===== config.mk =====
export PLATFORM = sky130hd
export DESIGN_NAME = conv_ready_diag_dac_source
export DESIGN_NICKNAME = d
export VERILOG_FILES = /design/src/conv_diag_pkg.sv /design/src/dac_slew.sv /design/src/conv_ready_diag_dac_source.sv
export SDC_FILE = /design/constraint.sdc
export NUM_CORES = 1
export LEC_CHECK = 0
export BUFFER_PORTS_ARGS = -buffer_cell sky130_fd_sc_hd__buf_2
export CAP_MARGIN = 10
export CORE_MARGIN = 1.5
export CORE_UTILIZATION = 46
export CTS_BUF_LIST = sky130_fd_sc_hd__clkbuf_4 sky130_fd_sc_hd__clkbuf_8
export DETAILED_ROUTE_END_ITERATION = 12
export GPL_ROUTABILITY_DRIVEN = 0
export SLEW_MARGIN = 25
export SYNTH_ARGS = -nofsm -noshare
export SYNTH_HDL_FRONTEND = slang
export SYNTH_SLANG_ARGS = --single-unit

===== constraint.sdc =====
create_clock -name sys_clk -period 8.1 [get_ports sys_clk]
set_clock_uncertainty 0.1 [all_clocks]
set_input_delay 0.81 -clock sys_clk [delete_from_list [all_inputs] [get_ports sys_clk]]
set_output_delay 0.81 -clock sys_clk [all_outputs]
set_load 0.02 [all_outputs]

===== src/conv_diag_pkg.sv =====
package conv_diag_pkg;

    // bus and field widths
    localparam int ADDR_W     = 8;
    localparam int DATA_W     = 32;
    localparam int DIAG_N     = 4;
    localparam int DIAG_IDX_W = 2;
    localparam int SRC_W      = 5;
    localparam int CODE_W     = 16;
    localparam int DAC_W      = 14;
    localparam int STEP_W     = 8;
    localparam int PER_W      = 16;
    localparam int RDY_CNT_W  = 13;

    // register byte addresses
    localparam logic [ADDR_W-1:0] OFF_CONV_CTRL   = 8'h00;
    localparam logic [ADDR_W-1:0] OFF_DIAG_MAP    = 8'h04;
    localparam logic [ADDR_W-1:0] OFF_LIVE_STATUS = 8'h08;
    localparam logic [ADDR_W-1:0] OFF_IRQ_STATUS  = 8'h0C;
    localparam logic [ADDR_W-1:0] OFF_IRQ_MASK    = 8'h10;
    localparam logic [ADDR_W-1:0] OFF_DIAG_RES0   = 8'h14;
    localparam logic [ADDR_W-1:0] OFF_DAC_TARGET  = 8'h24;
    localparam logic [ADDR_W-1:0] OFF_DAC_CFG     = 8'h28;
    localparam logic [ADDR_W-1:0] OFF_DAC_PRESENT = 8'h2C;

    // conversion control fields
    localparam int CC_MODE_LSB = 0;
    localparam int CC_EN_LSB   = 2;
    localparam int CC_RATE_LSB = 6;
    localparam logic [1:0] MODE_OFF    = 2'h0;
    localparam logic [1:0] MODE_SINGLE = 2'h1;
    localparam logic [1:0] MODE_CONT   = 2'h2;
    localparam logic [1:0] RATE_20SPS  = 2'h0;
    localparam logic [1:0] RATE_4K8SPS = 2'h1;
    localparam logic [1:0] RATE_9K6SPS = 2'h2;

    // status, interrupt and dac config fields
    localparam int LS_READY_BIT    = 0;
    localparam int LS_BUSY_BIT     = 1;
    localparam int IRQ_SEQ_BIT     = 0;
    localparam int IRQ_SLEW_BIT    = 1;
    localparam int DACCFG_EN_BIT   = 0;
    localparam int DACCFG_STEP_LSB = 8;
    localparam int DACCFG_PER_LSB  = 16;

    // timing
    localparam int CLK_PERIOD_NS = 4;
    localparam int RDY_HOLD_NS   = 24000;
    localparam int RDY_HOLD_CYC  = RDY_HOLD_NS / CLK_PERIOD_NS;

    // reset values
    localparam logic [STEP_W-1:0] DAC_STEP_RST = 8'h01;
    localparam logic [PER_W-1:0]  DAC_PER_RST  = 16'h0100;

    typedef enum logic [1:0] {
        ST_IDLE  = 2'b00,
        ST_START = 2'b01,
        ST_WAIT  = 2'b11,
        ST_DONE  = 2'b10
    } seq_e;

    typedef struct packed {
        logic              wr;
        logic              rd;
        logic [ADDR_W-1:0] addr;
        logic [DATA_W-1:0] wdata;
    } reg_req_s;

    typedef struct packed {
        logic             start;
        logic [SRC_W-1:0] src;
        logic [1:0]       rate;
        logic             filter_en;
    } adc_req_s;

    typedef struct packed {
        logic              done;
        logic [CODE_W-1:0] data;
    } adc_rsp_s;

    typedef struct packed {
        logic              en;
        logic [STEP_W-1:0] step;
        logic [PER_W-1:0]  period;
    } slew_cfg_s;

    typedef struct packed {
        logic [DAC_W-1:0] present;
        logic             hold;
        logic             en_prev;
        logic [PER_W-1:0] tick;
        logic             arrived;
    } slew_s;

    localparam slew_s SLEW_RST = '{present: '0, hold: 1'b0, en_prev: 1'b0,
                                   tick: '0, arrived: 1'b0};

    typedef struct packed {
        seq_e                              st;
        logic [DIAG_IDX_W-1:0]             chan;
        logic [1:0]                        mode;
        logic [DIAG_N-1:0]                 diag_en;
        logic [1:0]                        rate;
        logic [DIAG_N-1:0][SRC_W-1:0]      map;
        logic [DIAG_N-1:0][CODE_W-1:0]     results;
        logic                              ready;
        logic                              pin_n;
        logic [RDY_CNT_W-1:0]              cnt;
        logic [1:0]                        irq_st;
        logic [1:0]                        irq_mask;
        logic [DAC_W-1:0]                  dac_target;
        slew_cfg_s                         slew_cfg;
        logic [DATA_W-1:0]                 rdata;
    } state_s;

    localparam state_s STATE_RST = '{st: ST_IDLE, chan: '0, mode: MODE_OFF,
                                     diag_en: '0, rate: RATE_20SPS, map: '0,
                                     results: '0, ready: 1'b0, pin_n: 1'b1,
                                     cnt: '0, irq_st: '0, irq_mask: '0,
                                     dac_target: '0,
                                     slew_cfg: '{en: 1'b0, step: DAC_STEP_RST,
                                                 period: DAC_PER_RST},
                                     rdata: '0};

endpackage : conv_diag_pkg


===== src/dac_slew.sv =====
module dac_slew
    import conv_diag_pkg::*;
(
    input  logic             sys_clk,
    input  logic             resetn,
    input  logic             clk_en,
    input  logic [DAC_W-1:0] target,
    input  logic             target_wr,
    input  slew_cfg_s        cfg,
    output logic [DAC_W-1:0] present,
    output logic             arrived
);

    slew_s q;
    slew_s d;
    logic  freeze;

    // one step toward the target, landing exactly on it
    function automatic logic [DAC_W-1:0] step_toward(input logic [DAC_W-1:0] cur,
                                                     input logic [DAC_W-1:0] tgt,
                                                     input logic [STEP_W-1:0] stp);
        logic [DAC_W-1:0] s;
        s = DAC_W'(stp);
        if (tgt > cur) begin
            step_toward = (DAC_W'(tgt - cur) <= s) ? tgt : DAC_W'(cur + s);
        end else begin
            step_toward = (DAC_W'(cur - tgt) <= s) ? tgt : DAC_W'(cur - s);
        end
    endfunction : step_toward

    // source select: direct target, slewed steps, or frozen code
    always_comb begin
        d         = q;
        d.arrived = 1'b0;
        d.en_prev = cfg.en;
        freeze    = 1'b0;
        if (cfg.en) begin
            d.hold = 1'b0;
            if (q.present != target) begin
                if (q.tick == '0) begin
                    d.present = step_toward(q.present, target, cfg.step);
                    d.tick    = cfg.period;
                    d.arrived = (d.present == target);
                end else begin
                    d.tick = PER_W'(q.tick - 1'b1);
                end
            end else begin
                d.tick = '0;
            end
        end else begin
            // slewing dropped mid-way freezes the code until a new target
            freeze = (q.hold || (q.en_prev && q.present != target)) && !target_wr;
            d.hold = freeze;
            d.tick = '0;
            if (!freeze) begin
                d.present = target;
            end
        end
    end

    // state register
    always_ff @(posedge sys_clk) begin
        if (!resetn) begin
            q <= SLEW_RST;
        end else if (clk_en) begin
            q <= d;
        end
    end

    assign present = q.present;
    assign arrived = q.arrived && clk_en;
endmodule : dac_slew


===== src/conv_ready_diag_dac_source.sv =====
// What this block does
// - The ready pin goes low when a whole sequence of enabled conversions ends, single or continuous.
// - Writing a one to the result-ready flag of the live status register releases the pin.
// - In continuous mode the pin releases itself after being low for 24 microseconds.
// - Any write to the conversion control register releases the pin at once, except in the cycle a sequence ends.
// - Diagnostic inputs route scaled internal voltages to the converter.
// - Diagnostic enables are separate from the two regular channels and leave them untouched.
// - The diagnostic source map chooses which internal voltage feeds each diagnostic input.
// - Only diagnostic inputs enabled in the conversion control register are converted.
// - One rate setting, 9.6 kSPS, 4.8 kSPS or 20 SPS, applies to all diagnostic inputs.
// - At 20 SPS the 50 Hz and 60 Hz rejection filter is on; faster rates run unfiltered.
// - Each diagnostic result is kept as an unsigned code in its own result register.
// - The 14-bit target code selects the string tap fed to the output amplifier.
// - The converter code comes either straight from the target or from the slewing logic.
// - The code applied to the converter is mirrored in a readable present-code register.
// - Turning slewing off before the target is reached holds the present code.
module conv_ready_diag_dac_source
    import conv_diag_pkg::*;
#(
    parameter int RDY_HOLD_CYCLES = RDY_HOLD_CYC
) (
    input  logic             sys_clk,
    input  logic             resetn,
    input  logic             clk_en,
    input  reg_req_s         bus_req,
    output logic [DATA_W-1:0] bus_rdata,
    output adc_req_s         adc_req,
    input  adc_rsp_s         adc_rsp,
    output logic             conv_ready_n,
    output logic [DAC_W-1:0] dac_code,
    output logic             irq
);

    state_s s_q;
    state_s s_d;

    logic                  wr_ctrl;
    logic                  wr_map;
    logic                  wr_live;
    logic                  wr_irq_st;
    logic                  wr_irq_mask;
    logic                  wr_target;
    logic                  wr_dac_cfg;
    logic [2:0]            nxt;
    logic [DAC_W-1:0]      present;
    logic                  slew_arrived;
    logic [DATA_W-1:0]     rd_val;

    // lowest enabled diagnostic at or above a start index; bit 2 set when none
    function automatic logic [2:0] next_diag(input logic [DIAG_N-1:0] en,
                                             input logic [2:0] from);
        logic [2:0] r;
        r = 3'h4;
        for (int i = DIAG_N - 1; i >= 0; i--) begin
            if (en[i] && (i >= int'(from))) begin
                r = 3'(i);
            end
        end
        return r;
    endfunction : next_diag

    // notch filter only on the slowest diagnostic rate
    function automatic logic rate_filtered(input logic [1:0] rate);
        return rate == RATE_20SPS;
    endfunction : rate_filtered

    // write decode
    assign wr_ctrl     = bus_req.wr && (bus_req.addr == OFF_CONV_CTRL);
    assign wr_map      = bus_req.wr && (bus_req.addr == OFF_DIAG_MAP);
    assign wr_live     = bus_req.wr && (bus_req.addr == OFF_LIVE_STATUS);
    assign wr_irq_st   = bus_req.wr && (bus_req.addr == OFF_IRQ_STATUS);
    assign wr_irq_mask = bus_req.wr && (bus_req.addr == OFF_IRQ_MASK);
    assign wr_target   = bus_req.wr && (bus_req.addr == OFF_DAC_TARGET);
    assign wr_dac_cfg  = bus_req.wr && (bus_req.addr == OFF_DAC_CFG);

    // read mux; unmapped addresses read zero
    always_comb begin
        rd_val = '0;
        unique case (bus_req.addr)
            OFF_CONV_CTRL: begin
                rd_val[CC_MODE_LSB +: 2]      = s_q.mode;
                rd_val[CC_EN_LSB +: DIAG_N]   = s_q.diag_en;
                rd_val[CC_RATE_LSB +: 2]      = s_q.rate;
            end
            OFF_DIAG_MAP: begin
                rd_val[DIAG_N*SRC_W-1:0] = s_q.map;
            end
            OFF_LIVE_STATUS: begin
                rd_val[LS_READY_BIT] = s_q.ready;
                rd_val[LS_BUSY_BIT]  = (s_q.st != ST_IDLE);
            end
            OFF_IRQ_STATUS: begin
                rd_val[1:0] = s_q.irq_st;
            end
            OFF_IRQ_MASK: begin
                rd_val[1:0] = s_q.irq_mask;
            end
            OFF_DIAG_RES0, OFF_DIAG_RES0 + 8'h04, OFF_DIAG_RES0 + 8'h08,
            OFF_DIAG_RES0 + 8'h0C: begin
                rd_val[CODE_W-1:0] = s_q.results[2'(8'(bus_req.addr - OFF_DIAG_RES0) >> 2)];
            end
            OFF_DAC_TARGET: begin
                rd_val[DAC_W-1:0] = s_q.dac_target;
            end
            OFF_DAC_CFG: begin
                rd_val[DACCFG_EN_BIT]               = s_q.slew_cfg.en;
                rd_val[DACCFG_STEP_LSB +: STEP_W]   = s_q.slew_cfg.step;
                rd_val[DACCFG_PER_LSB +: PER_W]     = s_q.slew_cfg.period;
            end
            OFF_DAC_PRESENT: begin
                rd_val[DAC_W-1:0] = present;
            end
            default: begin
                rd_val = '0;
            end
        endcase
    end

    // next-state logic: registers, sequencer, ready pin, interrupts
    always_comb begin
        s_d       = s_q;
        nxt       = 3'h4;
        s_d.rdata = bus_req.rd ? rd_val : '0;

        // plain register writes
        if (wr_ctrl) begin
            s_d.mode    = bus_req.wdata[CC_MODE_LSB +: 2];
            s_d.diag_en = bus_req.wdata[CC_EN_LSB +: DIAG_N];
            s_d.rate    = bus_req.wdata[CC_RATE_LSB +: 2];
        end
        if (wr_map) begin
            s_d.map = bus_req.wdata[DIAG_N*SRC_W-1:0];
        end
        if (wr_irq_mask) begin
            s_d.irq_mask = bus_req.wdata[1:0];
        end
        if (wr_irq_st) begin
            s_d.irq_st = s_q.irq_st & ~bus_req.wdata[1:0];
        end
        if (wr_target) begin
            s_d.dac_target = bus_req.wdata[DAC_W-1:0];
        end
        if (wr_dac_cfg) begin
            s_d.slew_cfg.en     = bus_req.wdata[DACCFG_EN_BIT];
            s_d.slew_cfg.step   = bus_req.wdata[DACCFG_STEP_LSB +: STEP_W];
            s_d.slew_cfg.period = bus_req.wdata[DACCFG_PER_LSB +: PER_W];
        end

        // diagnostic conversion sequencer
        unique case (s_q.st)
            ST_IDLE: begin
                nxt = next_diag(s_q.diag_en, 3'h0);
                if (s_q.mode != MODE_OFF && !nxt[2]) begin
                    s_d.chan = nxt[DIAG_IDX_W-1:0];
                    s_d.st   = ST_START;
                end
            end
            ST_START: begin
                s_d.st = (s_q.mode == MODE_OFF) ? ST_IDLE : ST_WAIT;
            end
            ST_WAIT: begin
                if (s_q.mode == MODE_OFF) begin
                    s_d.st = ST_IDLE;
                end else if (adc_rsp.done) begin
                    s_d.results[s_q.chan] = adc_rsp.data;
                    nxt = next_diag(s_q.diag_en, 3'({1'b0, s_q.chan} + 3'h1));
                    if (nxt[2]) begin
                        s_d.st = ST_DONE;
                    end else begin
                        s_d.chan = nxt[DIAG_IDX_W-1:0];
                        s_d.st   = ST_START;
                    end
                end
            end
            ST_DONE: begin
                nxt = next_diag(s_q.diag_en, 3'h0);
                if (s_q.mode == MODE_CONT && !nxt[2]) begin
                    s_d.chan = nxt[DIAG_IDX_W-1:0];
                    s_d.st   = ST_START;
                end else begin
                    s_d.st = ST_IDLE;
                    if (!wr_ctrl) begin
                        s_d.mode = MODE_OFF;
                    end
                end
            end
        endcase

        // ready pin releases
        if (!s_q.pin_n && s_q.mode == MODE_CONT) begin
            s_d.cnt = RDY_CNT_W'(s_q.cnt + 1'b1);
            if (s_q.cnt == RDY_CNT_W'(RDY_HOLD_CYCLES - 1)) begin
                s_d.pin_n = 1'b1;
            end
        end
        if (wr_live && bus_req.wdata[LS_READY_BIT]) begin
            s_d.ready = 1'b0;
            s_d.pin_n = 1'b1;
        end
        if (wr_ctrl) begin
            s_d.pin_n = 1'b1;
        end

        // sequence end wins over any release in the same cycle
        if (s_q.st == ST_DONE) begin
            s_d.pin_n              = 1'b0;
            s_d.ready              = 1'b1;
            s_d.cnt                = '0;
            s_d.irq_st[IRQ_SEQ_BIT] = 1'b1;
        end
        if (s_d.pin_n) begin
            s_d.cnt = '0;
        end
        if (slew_arrived) begin
            s_d.irq_st[IRQ_SLEW_BIT] = 1'b1;
        end
    end

    // state register, frozen while the clock enable is low
    always_ff @(posedge sys_clk) begin
        if (!resetn) begin
            s_q <= STATE_RST;
        end else if (clk_en) begin
            s_q <= s_d;
        end
    end

    // output code source and mirror
    dac_slew u_slew (
        .sys_clk   (sys_clk),
        .resetn    (resetn),
        .clk_en    (clk_en),
        .target    (s_q.dac_target),
        .target_wr (wr_target && clk_en),
        .cfg       (s_q.slew_cfg),
        .present   (present),
        .arrived   (slew_arrived)
    );

    // outputs toward the converter core and the host
    assign adc_req.start     = (s_q.st == ST_START) && (s_q.mode != MODE_OFF);
    assign adc_req.src       = s_q.map[s_q.chan];
    assign adc_req.rate      = s_q.rate;
    assign adc_req.filter_en = rate_filtered(s_q.rate);
    assign conv_ready_n      = s_q.pin_n;
    assign dac_code          = present;
    assign bus_rdata         = s_q.rdata;
    assign irq               = |(s_q.irq_st & s_q.irq_mask);
endmodule : conv_ready_diag_dac_source


# ---- Word level (Yosys, flattened, before mapping)
# Index checks and enable logic that the tools add are counted.
dict set report totals {
  input_bits 62
  out_inout_bits 57
  register_bits 219
  word_cells 199
}
dict set report op_classes {
  eq_ne 27
  n_reduce_logical 53
  muxes 68
  bitwise 4
  order_cmp 10
  add_sub_neg 8
}
# op n
set op_table {}
lappend op_table {{$mux W14} 10}
lappend op_table {{$mux W16} 5}
lappend op_table {{$bwmux W64} 1}
lappend op_table {{$pmux W6 S5} 2}
lappend op_table {{$mux W3} 13}
lappend op_table {{$bmux W16 S2} 1}
lappend op_table {{$demux W16 S2} 1}
lappend op_table {{$eq A8 B5 Y1 const B} 4}
lappend op_table {{$eq A8 B6 Y1 const B} 4}
lappend op_table {{$mux W32} 1}
lappend op_table {{$mux W15} 2}
lappend op_table {{$le A14 B8 Y1} 2}
lappend op_table {{$sub A14 B14 Y14} 2}
lappend op_table {{$mux W2} 11}
lappend op_table {{$logic_and A1 B1 Y1} 21}
lappend op_table {{$reduce_and A2 Y1} 9}
lappend op_table {{$eq A8 B4 Y1 const B} 2}
lappend op_table {{$logic_not A16 Y1} 1}
lappend op_table {{$sub A16 B1 Y16 const B} 1}
lappend op_table {{$add A14 B8 Y14} 1}
lappend op_table {{$eq A14 B14 Y1} 1}
lappend op_table {{$gt A14 B14 Y1} 1}
lappend op_table {{$ne A14 B14 Y1} 1}
lappend op_table {{$sub A14 B8 Y14} 1}
lappend op_table {{other kinds (40)} 72}

# ---- Logic depth before layout (Yosys ltp)
dict set report logic_depth {
  word_depth 14
  depth_mapped 21
  ltp_nobuf 19
}

# ---- Hierarchy
# Synthesis repeated with hierarchy kept, for this count alone.
dict set report hier_totals {
  hier_cells 1747
  area_unflattened_um2 14066.0
}
# module instances cells_each area_each_um2 seq_area_each_um2
set modules_own_cells {}
lappend modules_own_cells {conv_ready_diag_dac_source 1 985 8578.2 3723.6}
lappend modules_own_cells {dac_slew 1 762 5487.8 660.6}

# ---- Worst setup path before layout
# OpenSTA, ideal clock, no wires.
dict set report synth_timing {
  path_type {reg2reg}
  start {reg u_slew.q, in the netlist u_slew.present[1]}
  end {reg u_slew.q, in the netlist u_slew.present[6]}
  t_arrival_ps 3681
  slack_ps 4203
  path_buffers 1
  period_less_slack_ps 3897
  stages_incl_launch_ff 20
  cell_sequence {dfxtp_1 > inv_1 > ha_1 > nand2b_1 > a21oi_1 > o21ai_0 > nand2b_1 > a21oi_1 > xnor2_1 > ha_1 > a211oi_1 > o221ai_1 > a21oi_1 > nand4_1 > nor4_1 > nand2_1 > nand3_1 > buf_2 > a221oi_1 > a22o_1}
}
dict set report synth_via {
  elab_chain_cells 10
  word_cells_on_any_way 23
}
# item line_no
set synth_rtl {}
lappend synth_rtl {{from (decl)} dac_slew.sv:14} ;# slew_s q;
lappend synth_rtl {{from (signal assigned)} dac_slew.sv:64} ;# q <= SLEW_RST;
lappend synth_rtl {{from (signal assigned)} dac_slew.sv:66} ;# q <= d;
lappend synth_rtl {{$sub A14 B14 Y14, on equally long branches} {dac_slew.sv:27, dac_slew.sv:25}}
lappend synth_rtl {{$le A14 B8 Y1, on equally long branches} {dac_slew.sv:27, dac_slew.sv:25}}
lappend synth_rtl {{$mux W14, on equally long branches} {dac_slew.sv:27, dac_slew.sv:25}}
lappend synth_rtl {{$mux W14} dac_slew.sv:24} ;# if (tgt > cur) begin
lappend synth_rtl {{$mux W14} dac_slew.sv:40} ;# if (q.tick == '0) begin
lappend synth_rtl {{$mux W14} dac_slew.sv:39} ;# if (q.present != target) begin
lappend synth_rtl {{$mux W14} dac_slew.sv:37} ;# if (cfg.en) begin
lappend synth_rtl {{$mux W14} dac_slew.sv:40}
lappend synth_rtl {{$mux W14} dac_slew.sv:39}
lappend synth_rtl {{$mux W15} dac_slew.sv:37}
# Parallel ways exist; a longest one is shown, timed or not. The select of a mux whose other input is x is not followed.
# A chain may end at the register's enable or synchronous reset.

# ---- Final worst setup path
dict set report layout_timing {
  start {reg u_slew.q, in the netlist u_slew.present[1]}
  end {reg u_slew.q, in the netlist u_slew.present[0]}
}
# The elaborated chain is that of the path after synthesis.

==> impl_metrics.yaml <==
synthesis:
  synth-warning-count: 0
  synth_top_cell_by_area: "sky130_fd_sc_hd__dfxtp_1"
  synth_edf_count: 0
  syn-cell-area_sq_um: 13800
  synthesis.area_per_instance_sq_um: 8.16
  dominantRegCellSynth: "sky130_fd_sc_hd__dfxtp_1"
  synth_seq_area_share_pct: 31.8
  synthMostInstantiatedCell: "sky130_fd_sc_hd__nand2_1"
  synth_async_sr_flop_share_pct: 0
  synthesis.instances: 1687
  nets_in_the_synthesized_netlist: 1819
  synth.distinct_cells: 80
  synth.top_cell.area_share_pct: 31.8
  synth_area_leaders: "sky130_fd_sc_hd__dfxtp_1, sky130_fd_sc_hd__nand2_1, sky130_fd_sc_hd__ha_1"
  netlist_top_cells_count: "sky130_fd_sc_hd__nand2_1, sky130_fd_sc_hd__dfxtp_1, sky130_fd_sc_hd__a21oi_1, sky130_fd_sc_hd__a21boi_0, sky130_fd_sc_hd__nor2b_1"
  ys_ff_latch: 219
worst_setup_path:
  cp_num_buf_inv: 1
  critical_path.top_delay_family: "simple AND/OR/NAND/NOR gates"
  worst_path_largest_cell_delay_ns: 0.70
  rrSetupSlack_ns: 3.24
  crit_path_start: "u_slew.present[1]"
  worstPathCellList: "inv_1 -> ha_1 -> nand2b_1 -> a21oi_1 -> o21ai_0 -> nand2b_1 -> a21oi_1 -> xnor2_1 -> ha_1 -> a211oi_1 -> o221ai_1 -> a21oi_1 -> nand4_1 -> nor4_1 -> nand2_1 -> nand3_1 -> mux2_2 -> o22ai_1"
  most_frequent_cell_on_the_critical_path: "sky130_fd_sc_hd__a21oi_1"
  reg2regPathDepth: 18
  criticalPathCategory: "flip-flop to flip-flop"
  rr_startpoint: "u_slew.present[1]"
  worstPathArrival_ns: 5.24
  crit_path_start_kind: "flip-flop"
  critical-path-slowest-cell: "sky130_fd_sc_hd__dfxtp_1"
  critical_path.endpoint_type: "flip-flop"
  worst_r2r_endpoint: "u_slew.present[0]"
  crit_required_ns: 8.47
  critPathMaxFanout: 12
clocking:
  cts_setup_buffers: 0
  cts_max_path_buffers: 3
  clkTransAtPathRegs_ns: 0.06
  cts-buffers-inserted: 40
  clock-sinks: 219
  cts_resized: 0
  tritoncts: "yes"
  hold_buffers: 0
  htreeDepth: 2
  worstSkewPairLatency_ns: 0.56
  cts_root_buffer: "sky130_fd_sc_hd__clkbuf_8"
detailed_routing:
  detailedRoute.firstPassIterationCount: 5
  total_routed_length_microns: 41200
  drt_iter0_drc: 1111
  met1_length_microns: 18300
  detail_route.drc_violations: 0
  wire_per_inst_microns: 19.4
  drtAntennaViolNets: 0
  route.top_layer_used: "met5"
  met3RoutedLength_microns: 2770
  avgViaCountPerCell: 5.75
  dr_total_vias: 12203
  met2_wirelength_microns: 18900
place:
  dp_cells: 2052
  hpwl_microns: 30100
  place_worst_setup_slack_ns: 3.31
  count_of_buffers_inserted_at_the_top_level_ports: 118
min_path:
  min_delay_worst_endpoint: "s_q[125]"
  min_path_cells: 2
  min_from: "s_q[125]"
  worst_hold_path_type: "flip-flop to flip-flop"
global_routing:
  via_count_of_the_first_global_routing_pass: 11465
  wire_length_of_the_first_global_routing_pass_microns: 64400
  grt_max_degree: 145
  globalRouteTotalUtil_pct: 26.3
  grt.overflow.total: 0
  grt_antenna_before_repair: 4
timing:
  worstMarginPinSlew_ns: 0.867
  rsz0062_at_grt: "false"
  final.period_utilization_pct: 60.0
  fmax_ghz: 0.206
  timing.final.crit_period_ns: 4.86
  finalWorstSetupSlack_ns: 3.24
  final_hold_viol_count: 0
  worst_slew_margin_rel_pct: 42.2
  aggregate_negative_setup_slack_ns: 0
  final-max-slew-violation-count: 0
  setup_viol_count_final: 0
floorplanning:
  floorplan.io_pins: 119
  die_h_microns: 176
  die_area_sq_um: 31000
  die_width_microns: 176
  core_area_sq_um: 29600
  num_rows: 63
  initial_utilization_pct: 46.6
layout:
  nFillCells: 2905
  areaGrowthSynthToFinish_pct: 9.36
  number_of_nets_in_the_layout: 1836
  fin_cells: 2123
  post_route_cells_drive_above_1_share_pct: 14.2
power_and_ir_drop:
  power.density_cell_area_nw_per_um2: 162
  static-leakage-power_nw: 5.76
  power.ir.vdd_worst_v: 0.000138
  power_w: 0.00244
job:
  cap_violations: 0
outcome:
  outcome: "finished clean"
## sequential cells by signal, indices dropped and copies added, names as in the netlist
| register | cells |
|---|---|
| bus_rdata | 32 |
| conv_ready_n | 1 |
| u_slew.present | 14 |
| u_slew.q | 19 |
| s_q | 151 |
| adc_req | 2 |
## final cells by class
| cell class | instances | area, sq um | share of cell area (%) |
|---|---|---|---|
| diodes | 2 | 5.00 | 0.0332 |
| clock buffers | 62 | 785 | 5.21 |
| clock inverters | 7 | 81.3 | 0.540 |
| inverters | 65 | 244 | 1.62 |
| multi-input cells | 1248 | 8380 | 55.7 |
| flip-flops and latches | 219 | 4380 | 29.1 |
| well taps | 390 | 488 | 3.24 |
| repair buffers | 130 | 687 | 4.56 |
## tightest hold or removal path, delay by kind of cell (launching register included)
family | cells | cell delay [ns]
compound gates | 1 | 0.06
simple gates | 1 | 0.04
flops | 1 | 0.30
## logic make-up after synthesis
logic type               Yosys count  share of synthesized area (%)
multiplexers                      66                           6.73
AND/OR/NAND/NOR                  597                           21.1
adder cells (fa/ha/maj)           70                           6.58
AO/OA/AOI/OAI                    450                           22.2
buffers and inverters            220                           7.43
flip-flops                       219                           31.8
XOR/XNOR                          65                           4.13
## worst max-delay path by stage
stage | end | slack (ns) | cells past startpoint
floorplan | u_slew.present[6] | 4.20 | 19
global placement | u_slew.present[0] | 3.43 | 18
detailed placement | u_slew.present[0] | 3.31 | 18
CTS | u_slew.present[0] | 3.29 | 18
global route | u_slew.present[0] | 2.87 | 18
finish | u_slew.present[0] | 3.24 | 18
## report_power, final
group | switching [W] | total [W] | internal, W | leakage [nW]
Combinational | 0.000129 | 0.000216 | 0.0000865 | 3.53
Clock | 0.000487 | 0.00114 | 0.000653 | 0.461
Sequential | 0.00000572 | 0.00109 | 0.00108 | 1.76
Total | 0.000622 | 0.00244 | 0.00182 | 5.76
## metal layers
metal,track usage [%],vias to the layer above
met1,35.1,5814
met5,0,-
met2,42.5,372
met3,5.25,69
li1,-,5946
met4,8.83,2
## placed cells by master (no fill, tap or decap), types with 42 or more instances in the layout
| cell type | synthesis | routed |
|---|---|---|
| sky130_fd_sc_hd__a21boi_0 | 100 | 100 |
| sky130_fd_sc_hd__a21oi_1 | 113 | 113 |
| sky130_fd_sc_hd__buf_2 | 13 | 117 |
| sky130_fd_sc_hd__clkbuf_8 | 0 | 51 |
| sky130_fd_sc_hd__dfxtp_1 | 219 | 219 |
| sky130_fd_sc_hd__ha_1 | 66 | 66 |
| sky130_fd_sc_hd__inv_1 | 65 | 65 |
| sky130_fd_sc_hd__mux2i_1 | 42 | 42 |
| sky130_fd_sc_hd__nand2_1 | 263 | 262 |
| sky130_fd_sc_hd__nor2_1 | 70 | 69 |
| sky130_fd_sc_hd__nor2b_1 | 98 | 98 |
| sky130_fd_sc_hd__o21ai_0 | 58 | 58 |
## stage by stage
step	hold slack, ns	util (%)	area (sq um)
2_1_floorplan	0.340	-	13800
5_1_grt	0.382	50.9	15100
3_5_place_dp	0.356	48.0	14200
4_1_cts	0.363	50.9	15000
3_3_place_gp	0.349	48.0	14200
6_report	0.362	50.9	15100
Power figures use the tool's default switching activity.
